**config.mk**
```make
export PLATFORM = sky130hd
export DESIGN_NAME = lttv4_dev_flat
export DESIGN_NICKNAME = d
export VERILOG_FILES = /design/src/rtl/lttv4_pkg.sv /design/src/rtl/lttv4_if.sv /design/src/rtl/lttv4_dev.sv /design/src/flat_wrapper.sv
export SDC_FILE = /design/constraint.sdc
export NUM_CORES = 1
export LEC_CHECK = 0
export ABC_AREA = 1
export BUFFER_PORTS_ARGS = -buffer_cell sky130_fd_sc_hd__buf_2
export CAP_MARGIN = 25
export CORE_MARGIN = 2
export CORE_UTILIZATION = 50
export DETAILED_ROUTE_END_ITERATION = 16
export PLACE_DENSITY_LB_ADDON = 0.15
export SLEW_MARGIN = 25
export SYNTH_ARGS = -nofsm -noshare
export SYNTH_HDL_FRONTEND = slang
export SYNTH_SLANG_ARGS = --single-unit
```
**constraint.sdc**
```tcl
create_clock -name clk -period 3.8 [get_ports clk]
set_input_delay 0.19 -clock clk [delete_from_list [all_inputs] [get_ports clk]]
set_output_delay 0.19 -clock clk [all_outputs]
set_load 0.05 [all_outputs]
```
**src/rtl/lttv4_pkg.sv**
```systemverilog
// constants shared by both ends of the transmitter test command link.
// assumes one 10 MHz clock and byte-wide command and event streams.
package lttv4_pkg;
    // packet framing
    localparam logic [7:0] H4_CMD = 8'h01;
    localparam logic [7:0] H4_EVT = 8'h04;
    localparam logic [7:0] EVT_CMD_COMPLETE = 8'h0E;
    localparam logic [5:0] OGF_LE = 6'h08;
    localparam logic [9:0] OCF_TX_V4 = 10'h07B;
    localparam logic [9:0] OCF_TEST_END = 10'h01F;
    localparam logic [15:0] OP_TX_V4 = {OGF_LE, OCF_TX_V4};
    localparam logic [15:0] OP_TEST_END = {OGF_LE, OCF_TEST_END};
    localparam logic [7:0] EVT_LEN_STATUS = 8'h04;
    localparam logic [7:0] EVT_LEN_END = 8'h06;
    localparam logic [7:0] CMD_CREDIT = 8'h01;
    // parameter field indices and limits
    localparam logic [7:0] IDX_CHAN = 8'h00;
    localparam logic [7:0] IDX_LEN = 8'h01;
    localparam logic [7:0] IDX_PAY = 8'h02;
    localparam logic [7:0] IDX_PHY = 8'h03;
    localparam logic [7:0] IDX_CTE_LEN = 8'h04;
    localparam logic [7:0] IDX_CTE_TYPE = 8'h05;
    localparam logic [7:0] IDX_SPL = 8'h06;
    localparam logic [7:0] TX_V4_FIXED_LEN = 8'h08;
    localparam logic [7:0] CHAN_MAX = 8'h27;
    localparam logic [7:0] PAYLOAD_MAX = 8'h07;
    localparam logic [7:0] PAY_PRBS9 = 8'h00;
    localparam logic [7:0] PAY_PRBS15 = 8'h03;
    localparam logic [7:0] PHY_1M = 8'h01;
    localparam logic [7:0] PHY_CODED_S2 = 8'h04;
    localparam logic [7:0] CTE_NONE = 8'h00;
    localparam logic [7:0] CTE_LEN_MIN = 8'h02;
    localparam logic [7:0] CTE_LEN_MAX = 8'h14;
    localparam logic [7:0] CTE_TYPE_MAX = 8'h02;
    localparam logic [7:0] SPL_NO_CTE = 8'h01;
    localparam logic [7:0] SPL_MIN = 8'h02;
    localparam logic [7:0] SPL_MAX = 8'h4B;
    localparam logic [7:0] ANT_ID_DEFAULT = 8'h00;
    localparam logic [7:0] PWR_CODE_MIN = 8'h7E;
    localparam logic [7:0] PWR_CODE_MAX = 8'h7F;
    localparam logic [7:0] PWR_SUPP_MIN = 8'hEC;
    localparam logic [7:0] PWR_SUPP_MAX = 8'h0A;
    // status codes
    localparam logic [7:0] ST_OK = 8'h00;
    localparam logic [7:0] ST_UNKNOWN = 8'h01;
    localparam logic [7:0] ST_DISALLOWED = 8'h0C;
    localparam logic [7:0] ST_UNSUPPORTED = 8'h11;
    localparam logic [7:0] ST_INVALID = 8'h12;
    // payload patterns, first transmitted bit in bit 7
    localparam logic [7:0] PAT_F0 = 8'hF0;
    localparam logic [7:0] PAT_AA = 8'hAA;
    localparam logic [7:0] PAT_FF = 8'hFF;
    localparam logic [7:0] PAT_00 = 8'h00;
    localparam logic [7:0] PAT_0F = 8'h0F;
    localparam logic [7:0] PAT_55 = 8'h55;
    localparam logic [8:0] PRBS9_SEED = 9'h1FF;
    localparam logic [14:0] PRBS15_SEED = 15'h7FFF;
    // timing
    localparam int CLK_MHZ = 10;
    localparam int PKT_INTERVAL_US = 625;
    localparam int PKT_INTERVAL_CYC = PKT_INTERVAL_US * CLK_MHZ;
    localparam logic [15:0] RESET_COUNT = 16'h0000;
endpackage : lttv4_pkg

```
**src/rtl/lttv4_if.sv**
```systemverilog
// byte streams between host and controller: commands in, events out.
// assumes both ends share one clock; valid/ready handshake on each stream.
interface lttv4_if;
    logic cmd_valid;
    logic [7:0] cmd_data;
    logic cmd_ready;
    logic evt_valid;
    logic [7:0] evt_data;
    logic evt_ready;
    modport dev(input cmd_valid, input cmd_data, output cmd_ready,
                output evt_valid, output evt_data, input evt_ready);
    modport host(output cmd_valid, output cmd_data, input cmd_ready,
                 input evt_valid, input evt_data, output evt_ready);
endinterface : lttv4_if

```
**src/rtl/lttv4_dev.sv**
```systemverilog
// controller end: parses commands, runs the transmitter test, answers events.
// assumes host and controller on one clock, synchronous active-low reset.
// Contract
// - opcode 0x08/0x007B starts transmitter test
// - accepted command starts periodic packet transmission
// - refused while receiver test runs
// - channel field legal 0x00 to 0x27
// - length field sets payload bytes
// - codes 0 and 3 pick PRBS9, PRBS15
// - other codes pick repeated byte patterns
// - PHY codes 1 to 4, rest reserved
// - host sends zero extension length, type
// - host sends pattern length one, antenna zero
// - extension length zero or 0x02..0x14
// - extension type codes 0..2 only
// - pattern length sizes antenna list
// - power requested, nearest, minimum or maximum
// - command complete event follows every command
// - status zero success, else error code
// - event framed 04 0E 04 credit opcode status, or 04 0E 06 with count after test end
// - event carries command credit octet
// - test end stops test, returns count
module lttv4_dev
    import lttv4_pkg::*;
#(
    parameter int PKT_INTERVAL = PKT_INTERVAL_CYC
) (
    // clock, reset, enable
    input wire logic clk,
    input wire logic resetn,
    input wire logic ce,
    // host link
    lttv4_if.dev link,
    // radio side
    input wire logic rx_test_run,
    output logic rx_end_req,
    output logic tx_run,
    output logic [7:0] tx_chan,
    output logic [7:0] tx_phy,
    output logic [7:0] tx_power,
    output logic tx_pkt_start,
    output logic tx_bit,
    output logic tx_bit_valid
);
    typedef enum logic [6:0] {
        S_IDLE = 7'b0000001, S_OPL = 7'b0000010, S_OPH = 7'b0000100, S_PLEN = 7'b0001000,
        S_PARAM = 7'b0010000, S_EXEC = 7'b0100000, S_EVT = 7'b1000000
    } lttv4_state_t;

    lttv4_state_t state_r;
    logic cmd_ready_r, evt_valid_r;
    logic [7:0] evt_data_r, eidx_r, pidx_r, plen_r, status_r, pwr_r, len_r, pay_r;
    logic [15:0] op_r, pkt_cnt_r, end_cnt_r, bits_r;
    logic [7:0] param_r [0:7];
    logic run_r, end_op_r, strobe_r, bit_r, bit_valid_r, rx_end_r;
    logic [7:0] chan_r, phy_r, power_r;
    logic [31:0] ival_r;
    logic [2:0] phase_r;
    logic [8:0] prbs9_r;
    logic [14:0] prbs15_r;

    assign link.cmd_ready = cmd_ready_r;
    assign link.evt_valid = evt_valid_r;
    assign link.evt_data = evt_data_r;
    assign rx_end_req = rx_end_r;
    assign tx_run = run_r;
    assign tx_chan = chan_r;
    assign tx_phy = phy_r;
    assign tx_power = power_r;
    assign tx_pkt_start = strobe_r;
    assign tx_bit = bit_r;
    assign tx_bit_valid = bit_valid_r;

    // repeated byte pattern for a payload code
    function automatic logic [7:0] pat_byte(input logic [7:0] code);
        unique case (code)
            8'h01: pat_byte = PAT_F0;
            8'h02: pat_byte = PAT_AA;
            8'h04: pat_byte = PAT_FF;
            8'h06: pat_byte = PAT_0F;
            8'h07: pat_byte = PAT_55;
            default: pat_byte = PAT_00;
        endcase
    endfunction : pat_byte

    // handshakes
    wire take = ce && link.cmd_valid && cmd_ready_r;
    wire give = ce && evt_valid_r && link.evt_ready;
    wire last_param = (pidx_r == plen_r - 8'h01);

    // command decode and checks
    wire is_tx = (op_r == OP_TX_V4);
    wire is_end = (op_r == OP_TEST_END);
    wire [7:0] p_chan = param_r[IDX_CHAN[2:0]];
    wire [7:0] p_pay = param_r[IDX_PAY[2:0]];
    wire [7:0] p_phy = param_r[IDX_PHY[2:0]];
    wire [7:0] p_ctel = param_r[IDX_CTE_LEN[2:0]];
    wire [7:0] p_ctyp = param_r[IDX_CTE_TYPE[2:0]];
    wire [7:0] p_spl = param_r[IDX_SPL[2:0]];
    wire bad_chan = p_chan > CHAN_MAX;
    wire bad_pay = p_pay > PAYLOAD_MAX;
    wire bad_phy = (p_phy < PHY_1M) || (p_phy > PHY_CODED_S2);
    wire bad_ctel = (p_ctel != CTE_NONE) && ((p_ctel < CTE_LEN_MIN) || (p_ctel > CTE_LEN_MAX));
    wire bad_ctyp = p_ctyp > CTE_TYPE_MAX;
    wire bad_spl = (p_spl != SPL_NO_CTE) && ((p_spl < SPL_MIN) || (p_spl > SPL_MAX));
    // parameter total must match the antenna count it announces
    wire bad_len = (plen_r < TX_V4_FIXED_LEN) || (plen_r != TX_V4_FIXED_LEN + p_spl);
    wire reserved = bad_chan || bad_pay || bad_phy || bad_ctel || bad_ctyp || bad_spl;
    // no tone extension hardware, so a legal nonzero length is still refused
    wire [7:0] tx_status = (rx_test_run || run_r) ? ST_DISALLOWED :
                           (reserved || bad_len) ? ST_INVALID :
                           (p_ctel != CTE_NONE) ? ST_UNSUPPORTED : ST_OK;
    wire [7:0] exec_status = is_tx ? tx_status : is_end ? ST_OK : ST_UNKNOWN;

    // nearest supported power, with the two special codes
    wire signed [7:0] pwr_s = pwr_r;
    wire [7:0] pwr_sel = (pwr_r == PWR_CODE_MIN) ? PWR_SUPP_MIN :
                         (pwr_r == PWR_CODE_MAX) ? PWR_SUPP_MAX :
                         (pwr_s < $signed(PWR_SUPP_MIN)) ? PWR_SUPP_MIN :
                         (pwr_s > $signed(PWR_SUPP_MAX)) ? PWR_SUPP_MAX : pwr_r;

    // event byte by position
    wire [7:0] evt_len = end_op_r ? EVT_LEN_END : EVT_LEN_STATUS;
    wire evt_last = (eidx_r == evt_len + 8'h02);
    wire [7:0] eidx_nxt = eidx_r + 8'h01;
    wire [7:0] evt_byte = (eidx_nxt == 8'h01) ? EVT_CMD_COMPLETE :
                          (eidx_nxt == 8'h02) ? evt_len :
                          (eidx_nxt == 8'h03) ? CMD_CREDIT :
                          (eidx_nxt == 8'h04) ? op_r[7:0] :
                          (eidx_nxt == 8'h05) ? op_r[15:8] :
                          (eidx_nxt == 8'h06) ? status_r :
                          (eidx_nxt == 8'h07) ? end_cnt_r[7:0] : end_cnt_r[15:8];

    // command parser and event sender
    always_ff @(posedge clk) begin
        if (!resetn) begin
            state_r <= S_IDLE;
            cmd_ready_r <= 1'b1;
            evt_valid_r <= 1'b0;
            evt_data_r <= PAT_00;
            eidx_r <= 8'h00;
            pidx_r <= 8'h00;
            plen_r <= 8'h00;
            op_r <= RESET_COUNT;
            status_r <= ST_OK;
            pwr_r <= PAT_00;
            end_op_r <= 1'b0;
            end_cnt_r <= RESET_COUNT;
        end else if (ce) begin
            unique case (state_r)
                S_IDLE: if (take && link.cmd_data == H4_CMD) state_r <= S_OPL;
                S_OPL: if (take) begin
                    op_r[7:0] <= link.cmd_data;
                    state_r <= S_OPH;
                end
                S_OPH: if (take) begin
                    op_r[15:8] <= link.cmd_data;
                    state_r <= S_PLEN;
                end
                S_PLEN: if (take) begin
                    plen_r <= link.cmd_data;
                    pidx_r <= 8'h00;
                    state_r <= (link.cmd_data == 8'h00) ? S_EXEC : S_PARAM;
                    cmd_ready_r <= (link.cmd_data != 8'h00);
                end
                S_PARAM: if (take) begin
                    pidx_r <= pidx_r + 8'h01;
                    pwr_r <= link.cmd_data;
                    if (last_param) begin
                        state_r <= S_EXEC;
                        cmd_ready_r <= 1'b0;
                    end
                end
                S_EXEC: begin
                    status_r <= exec_status;
                    end_op_r <= is_end;
                    end_cnt_r <= pkt_cnt_r;
                    evt_data_r <= H4_EVT;
                    evt_valid_r <= 1'b1;
                    eidx_r <= 8'h00;
                    state_r <= S_EVT;
                end
                S_EVT: if (give) begin
                    if (evt_last) begin
                        evt_valid_r <= 1'b0;
                        cmd_ready_r <= 1'b1;
                        state_r <= S_IDLE;
                    end else begin
                        eidx_r <= eidx_nxt;
                        evt_data_r <= evt_byte;
                    end
                end
            endcase
        end
    end

    // parameter store, addressed by position; first eight bytes kept, antenna ids past the first only counted
    always_ff @(posedge clk) begin
        if (!resetn) begin
            for (int i = 0; i < 8; i++) param_r[i] <= PAT_00;
        end else if (ce && state_r == S_PARAM && take && pidx_r < TX_V4_FIXED_LEN) begin
            param_r[pidx_r[2:0]] <= link.cmd_data;
        end
    end

    // test control and packet generator
    wire start = ce && state_r == S_EXEC && is_tx && exec_status == ST_OK;
    wire stop = ce && state_r == S_EXEC && is_end;
    wire ival_done = (ival_r == 32'd0);
    wire [7:0] pat = pat_byte(pay_r);
    wire gen_bit = (pay_r == PAY_PRBS9) ? prbs9_r[0] :
                   (pay_r == PAY_PRBS15) ? prbs15_r[0] : pat[3'd7 - phase_r];

    always_ff @(posedge clk) begin
        if (!resetn) begin
            run_r <= 1'b0;
            rx_end_r <= 1'b0;
            chan_r <= 8'h00;
            phy_r <= PHY_1M;
            power_r <= PAT_00;
            len_r <= 8'h00;
            pay_r <= PAY_PRBS9;
            ival_r <= 32'd0;
            pkt_cnt_r <= RESET_COUNT;
            strobe_r <= 1'b0;
            bits_r <= RESET_COUNT;
            bit_r <= 1'b0;
            bit_valid_r <= 1'b0;
            phase_r <= 3'd0;
            prbs9_r <= PRBS9_SEED;
            prbs15_r <= PRBS15_SEED;
        end else if (ce) begin
            rx_end_r <= stop && rx_test_run;
            strobe_r <= 1'b0;
            bit_valid_r <= 1'b0;
            if (start) begin
                run_r <= 1'b1;
                chan_r <= p_chan;
                phy_r <= p_phy;
                power_r <= pwr_sel;
                len_r <= param_r[IDX_LEN[2:0]];
                pay_r <= p_pay;
                pkt_cnt_r <= RESET_COUNT;
                ival_r <= 32'd0;
                bits_r <= RESET_COUNT;
            end else if (stop) begin
                run_r <= 1'b0;
                bits_r <= RESET_COUNT;
            end else if (run_r) begin
                // interval outlasts the longest payload, so packets never overlap
                ival_r <= ival_done ? 32'(PKT_INTERVAL - 1) : ival_r - 32'd1;
                if (ival_done) begin
                    strobe_r <= 1'b1;
                    pkt_cnt_r <= pkt_cnt_r + 16'h0001;
                    bits_r <= {5'd0, len_r, 3'd0};
                    phase_r <= 3'd0;
                    prbs9_r <= PRBS9_SEED;
                    prbs15_r <= PRBS15_SEED;
                end else if (bits_r != RESET_COUNT) begin
                    bit_valid_r <= 1'b1;
                    bit_r <= gen_bit;
                    bits_r <= bits_r - 16'h0001;
                    phase_r <= phase_r + 3'd1;
                    prbs9_r <= {prbs9_r[0] ^ prbs9_r[4], prbs9_r[8:1]};
                    prbs15_r <= {prbs15_r[0] ^ prbs15_r[1], prbs15_r[14:1]};
                end
            end
        end
    end
endmodule : lttv4_dev

```
**src/flat_wrapper.sv**
```systemverilog
// flat-port wrapper written by rule: the top's interface ports become plain ports
module lttv4_dev_flat import lttv4_pkg::*;
#(
    parameter int PKT_INTERVAL = PKT_INTERVAL_CYC
)
  (clk, resetn, ce, rx_test_run, rx_end_req, tx_run, tx_chan, tx_phy, tx_power, tx_pkt_start, tx_bit, tx_bit_valid, link_cmd_valid, link_cmd_data, link_cmd_ready, link_evt_valid, link_evt_data, link_evt_ready);
  lttv4_if link_i ();
  input wire logic clk;
  input wire logic resetn;
  input wire logic ce;
  input wire logic rx_test_run;
  output logic rx_end_req;
  output logic tx_run;
  output logic [7:0] tx_chan;
  output logic [7:0] tx_phy;
  output logic [7:0] tx_power;
  output logic tx_pkt_start;
  output logic tx_bit;
  output logic tx_bit_valid;
  input wire logic [$bits(link_i.cmd_valid)-1:0] link_cmd_valid;
  input wire logic [$bits(link_i.cmd_data)-1:0] link_cmd_data;
  output wire logic [$bits(link_i.cmd_ready)-1:0] link_cmd_ready;
  output wire logic [$bits(link_i.evt_valid)-1:0] link_evt_valid;
  output wire logic [$bits(link_i.evt_data)-1:0] link_evt_data;
  input wire logic [$bits(link_i.evt_ready)-1:0] link_evt_ready;
  assign link_i.cmd_valid = link_cmd_valid;
  assign link_i.cmd_data = link_cmd_data;
  assign link_cmd_ready = link_i.cmd_ready;
  assign link_evt_valid = link_i.evt_valid;
  assign link_evt_data = link_i.evt_data;
  assign link_i.evt_ready = link_evt_ready;
  lttv4_dev #(.PKT_INTERVAL(PKT_INTERVAL)) u_core (.clk(clk), .resetn(resetn), .ce(ce), .link(link_i), .rx_test_run(rx_test_run), .rx_end_req(rx_end_req), .tx_run(tx_run), .tx_chan(tx_chan), .tx_phy(tx_phy), .tx_power(tx_power), .tx_pkt_start(tx_pkt_start), .tx_bit(tx_bit), .tx_bit_valid(tx_bit_valid));
endmodule
```
Yosys cells after proc, flatten, opt, wreduce, memory -nomap -nowiden
Memory sizes are Yosys's and may differ from the RTL's. A register that Yosys moved wholly into a read port is not among the register bits. Cells that the tools add are included.

RAM bits: 64. Logic and storage cells: 245. Memory bits (read-only): 0. Output and inout port bits: 39. Memories kept: 1. Latch bits: 0. Bits in registers: 218. Input bits: 14.

Add/subtract/negate cells: 10. Order comparisons: 14. Equal/unequal tests: 39. Reduce and logical (&&, ||, !) cells: 61. Shifts and indexed selects: 0. Bitwise logic cells: 5. Mux-type cells: 87. Div/mod/pow operators: 0. Multipliers: 0.

Memories: u_core.param_r (depth 8, bits a word 8, rd ports 7, clocked after memory_dff 1, write ports 8, RTL line lttv4_dev.sv:54) `logic [7:0] param_r [0:7];`.

Operators by type and width (number): 8-bit two-way mux (21); 16-bit two-way mux (9); 32-bit two-way mux (4); 8-bit by 3-bit equality test with 1-bit output, second input constant (7); 7-bit two-way mux (8); 7-bit case mux with 7 select lines (1); 8-bit case mux with 2 select lines (3); 8-bit case mux with 5 select lines (1); 16-bit by 14-bit equality test with 1-bit output, second input constant (2); 8-bit by 2-bit equality test with 1-bit output, second input constant (4); 32-bit zero test (1); 32-bit by 1-bit subtractor with 32-bit output, second input constant (1); 15-bit two-way mux (2); 1-bit two-way mux (27); 8-bit by 1-bit equality test with 1-bit output, second input constant (3); 8-bit zero test (3); 9-bit two-way mux (2); 2-bit by 1-bit != test with 1-bit output, second input constant (9); 3-bit AND reduction (6); 16-bit by 1-bit adder with 16-bit output, second input constant (1); 8-bit by 1-bit adder with 8-bit output, second input constant (2); 8-bit by 7-bit equality test with 1-bit output, second input constant (2); 8-bit equality test (2); 8-bit by 3-bit greater-than comparator with 1-bit output, second input constant (2); 49 further kinds (93).

Longest topological paths before layout
An unclocked memory read counts as a cell.

Word-level depth: 15. Gate-level depth with buffers: 18. Gate-level depth less buffers: 17.

Worst setup path before layout
No wires, ideal clock.

Path type: register -> register. From: memory u_core.param_r[6][3]. To: register u_core.phy_r[0], in the netlist u_core.tx_phy[0]. Path buffers: 2. Data arrival time: 2.161 ns. Required time: 3.666 ns. Clock period less this slack: 2.295 ns. Stages on the path, launching flop included: 17. Slack: 1.505 ns. Setup time: 0.134 ns. Cell sequence: edfxtp_1 > ha_1 > inv_1 > nand2_1 > nand2_1 > nor2_1 > nand2_1 > nor2_1 > nand2_1 > o21ai_2 > nand3_4 > nor2_8 > buf_8 > inv_4 > buf_6 > nand2_1 > o211ai_2.

RTL lines: from (decl) (RTL line lttv4_dev.sv:54); to (signal assigned) (RTL line lttv4_dev.sv:239) `phy_r <= p_phy;`; to (decl) (RTL line lttv4_dev.sv:56) `logic [7:0] chan_r, phy_r, power_r;`.

==> qor.txt <==
Slew at the pin closest to its max-slew limit - 0.7728 ns
Top_reg_cell synth - dfxtp_1
Final GP Congestion - 0.9066
Initial DRC Count - 859
Post-synthesis cell count - 1823
Crit path required time - 4.24 ns
Largest net degree at the start of global routing - 57
Slew HR - 48.43%
Number of buffers created by CTS - 31
Starting Density - 50.39%
Clock network latency to the later pin of the worst-skew pair - 0.56 ns
CTS tree - yes
Post-CTS sizing - 0
Final setup viols - 0
Synth Area in Adders - 1.115%
CTS sink cnt - 278
Clk slew on worst S/H paths - 0.06 ns
DP HPWL - 23150 um
Layout cells sized above 1 - 10.20%
Htree depth - 1
Final worst setup slack - 0.9357 ns
Cell variety after synth - 57
Slew Viols, Final - 0
Total Die Area - 0.02826 mm2
Compound-Gate Fraction of Synth Area - 12.03%
Vias in the first global route - 11280
Core area - 0.02673 mm2
Synth Area in Simple Gates - 31.08%
Max Freq - 349.1 MHz
GRT Residual Overflow - 0
Sequential share of the synthesized area - 45.48%
Count of buffers from port buffering - 52
Vias per inst - 5.293
Number of diodes - 0
Post-CTS Setup Bufs - 0
Max VDD drop - 0.3978 mV
Worst Clk Skew - 0.01357 ns
Std cell rows - 60
Post-Syn Area per Cell - 7.388 um2
Drc violations - 0
1st-pass router iterations - 6
Post-Syn Nets - 1849
Global-route wire length before repair - 55100 um
Largest family of logic cells by synthesized area - simple AND/OR/NAND/NOR gates
Crit end category - flip-flop
Syn. warnings - 0
Worst EP arrival - 3.30 ns
Total GRT Usage - 23.56%
Final hold violations - 0
DRT antenna net count - 0
Max-cap viol count - 0
WL/cell - 14.77 um
Post-synth EDFFs - 56
Hold Path Class - in2reg
Critical path class - reg2reg
RSZ-0062 raised after global routing - no
LEAKAGE - 6.610 nW
Clk buf depth - 3
Vias - 11820
Place WS - 0.9821 ns
Overall Power - 6.629 mW
Nets - 1893
Final period util - 75.38%
Cell area after synthesis - 0.01347 mm2
Async SR Flop Fraction - 0%
Run status - complete, no violations
Mux share of post-synthesis cell area - 0%
Synth Area in XOR/XNOR - 2.016%
Antenna violations before repair - 0
Num ports - 53
Crit path launch type - flip-flop
Die Wd - 168.1 um
Pwr/cell area - 441.7 mW/mm2
Crit path max fanout - 37
Die height - 168.1 um
CTS root buf - clkbuf_16
Cts hold-fix bufs - 3
Crit path time final - 2.864 ns
Setup tns final - 0 ns
Synth Register Bits - 278
Routed Wire Length - 32980 um
Area delta synth->final - 11.42%
-- cells by family after synthesis --
kind of cell,after synthesis
xor gates and xnor gates,31
AOI/OAI and AO/OA,303
buffers and inverters,263
DFF,278
adders and majority gates,12
and+or+nand+nor,936
-- metal layers --
layer / track usage, % / vias up / part of all wire, %
met3: 3.597 / 68 / 4.9
met2: 39.60 / 284 / 46
met4: 7.271 / 0 / 2.9
li1: - / 6048 / -
met1: 31.43 / 5419 / 46
met5: 0 / - / 0
-- sequential cells by signal (all words and copies together) (netlist names), 3 cells and up --
register / cells
u_core.bits_r: 16
u_core.prbs9_r: 9
u_core.tx_power: 8
u_core.tx_phy: 8
u_core.end_cnt_r: 16
u_core.pidx_r: 8
u_core.pkt_cnt_r: 16
u_core.state_r: 7
u_core.eidx_r: 8
u_core.param_r: 56
u_core.tx_chan: 8
u_core.status_r: 4
u_core.link.evt_data: 8
u_core.prbs15_r: 15
u_core.pwr_r: 8
u_core.phase_r: 3
u_core.len_r: 8
u_core.op_r: 16
u_core.pay_r: 8
u_core.plen_r: 8
u_core.ival_r: 32
-- through the flow --
| stage | instances | area [um2] | util (%) | hold slack, ns |
|---|---|---|---|---|
| 2_1_floorplan | 1823 | 13470 | - | 0.3333 |
| 3_3_place_gp | 2172 | 13910 | 52.05 | 0.4330 |
| 3_5_place_dp | 2172 | 13910 | 52.05 | 0.4418 |
| 4_1_cts | 2233 | 15010 | 56.15 | 0.002550 |
| 5_1_grt | 2233 | 15010 | 56.15 | 0.02443 |
| 6_report | 2233 | 15010 | 56.15 | 0.02198 |
-- cells in the mapped netlist, drive strengths merged, types with 13 or more instances --
cell	instances	area [um2]
a21oi	135	683.2
buf	26	216.5
clkbuf	29	110.1
dfxtp	222	4444
edfxtp	56	1682
inv	204	773.3
nand2	381	1458
nand3	134	720.7
nand4	31	215.2
nor2	325	1390
nor3	37	200.2
o21ai	140	704.4
xnor2	13	113.9
xor2	18	157.7
-- cell usage in the layout (no fill, tap or decap), drive strengths merged, types with 3 or more instances in the layout --
| cell | netlist | final |
|---|---|---|
| nand4 | 31 | 31 |
| nor3 | 37 | 37 |
| nor4 | 12 | 12 |
| a211oi | 4 | 4 |
| a21oi | 135 | 135 |
| buf | 26 | 63 |
| o211ai | 9 | 9 |
| dlygate4sd3 | 0 | 3 |
| nand3b | 7 | 7 |
| dfxtp | 222 | 222 |
| and2 | 3 | 3 |
| bufinv | 0 | 3 |
| ha | 12 | 12 |
| xnor2 | 13 | 13 |
| o22ai | 3 | 3 |
| a31oi | 4 | 4 |
| xor2 | 18 | 18 |
| nand2 | 381 | 381 |
| o21bai | 3 | 3 |
| clkbuf | 29 | 43 |
| o21ai | 140 | 140 |
| edfxtp | 56 | 56 |
| nand3 | 134 | 134 |
| inv | 204 | 207 |
| clkinv | 4 | 12 |
| nor2 | 325 | 325 |
-- path summary, 6_finish.rpt --
path	endpoint	from	slack, ns	depth (start not counted)
worst max-delay path	u_core.ival_r[31]$_SDFFE_PN0P_	u_core.param_r[6][3]$_SDFFCE_PN0P_	0.94	16
worst min-delay path	u_core.plen_r[7]$_SDFFE_PN0P_	link_cmd_data[7]	0.02	3
worst max register to register	u_core.ival_r[31]$_SDFFE_PN0P_	u_core.param_r[6][3]$_SDFFCE_PN0P_	0.94	16
worst min register to register	u_core.pay_r[3]$_SDFFE_PN0P_	u_core.pay_r[3]$_SDFFE_PN0P_	0.45	2
-- where the power goes --
| group | internal, mW | total, mW | switching (mW) |
|---|---|---|---|
| clock | 1.86 | 3.07 | 1.21 |
| combinational | 0.118 | 0.435 | 0.317 |
| sequential | 3.08 | 3.12 | 0.0485 |
| total | 5.05 | 6.63 | 1.57 |
-- worst max-delay path, cell delays in order, from the launching register on --
cell	delay, ns
edfxtp_1	0.47
ha_1	0.33
inv_1	0.04
nand2_1	0.04
nand2_1	0.07
nor2_1	0.11
nand2_1	0.08
nor2_1	0.10
nand2_1	0.10
o21ai_2	0.21
nand3_4	0.14
nor2_8	0.36
nor2_8	0.12
inv_4	0.29
nand3_1	0.12
nand2_1	0.10
nor2_2	0.03
-- final cells by class --
class / count / area [um2]
fill: 2588 / 11720
multi-input combinational: 1282 / 6227
sequential: 278 / 6126
clock buffer: 43 / 903.4
inverter: 208 / 788.3
tap: 341 / 426.7
timing repair buffer: 66 / 372.9
clock inverter: 15 / 161.4
Power figures use the tool's default switching activity.
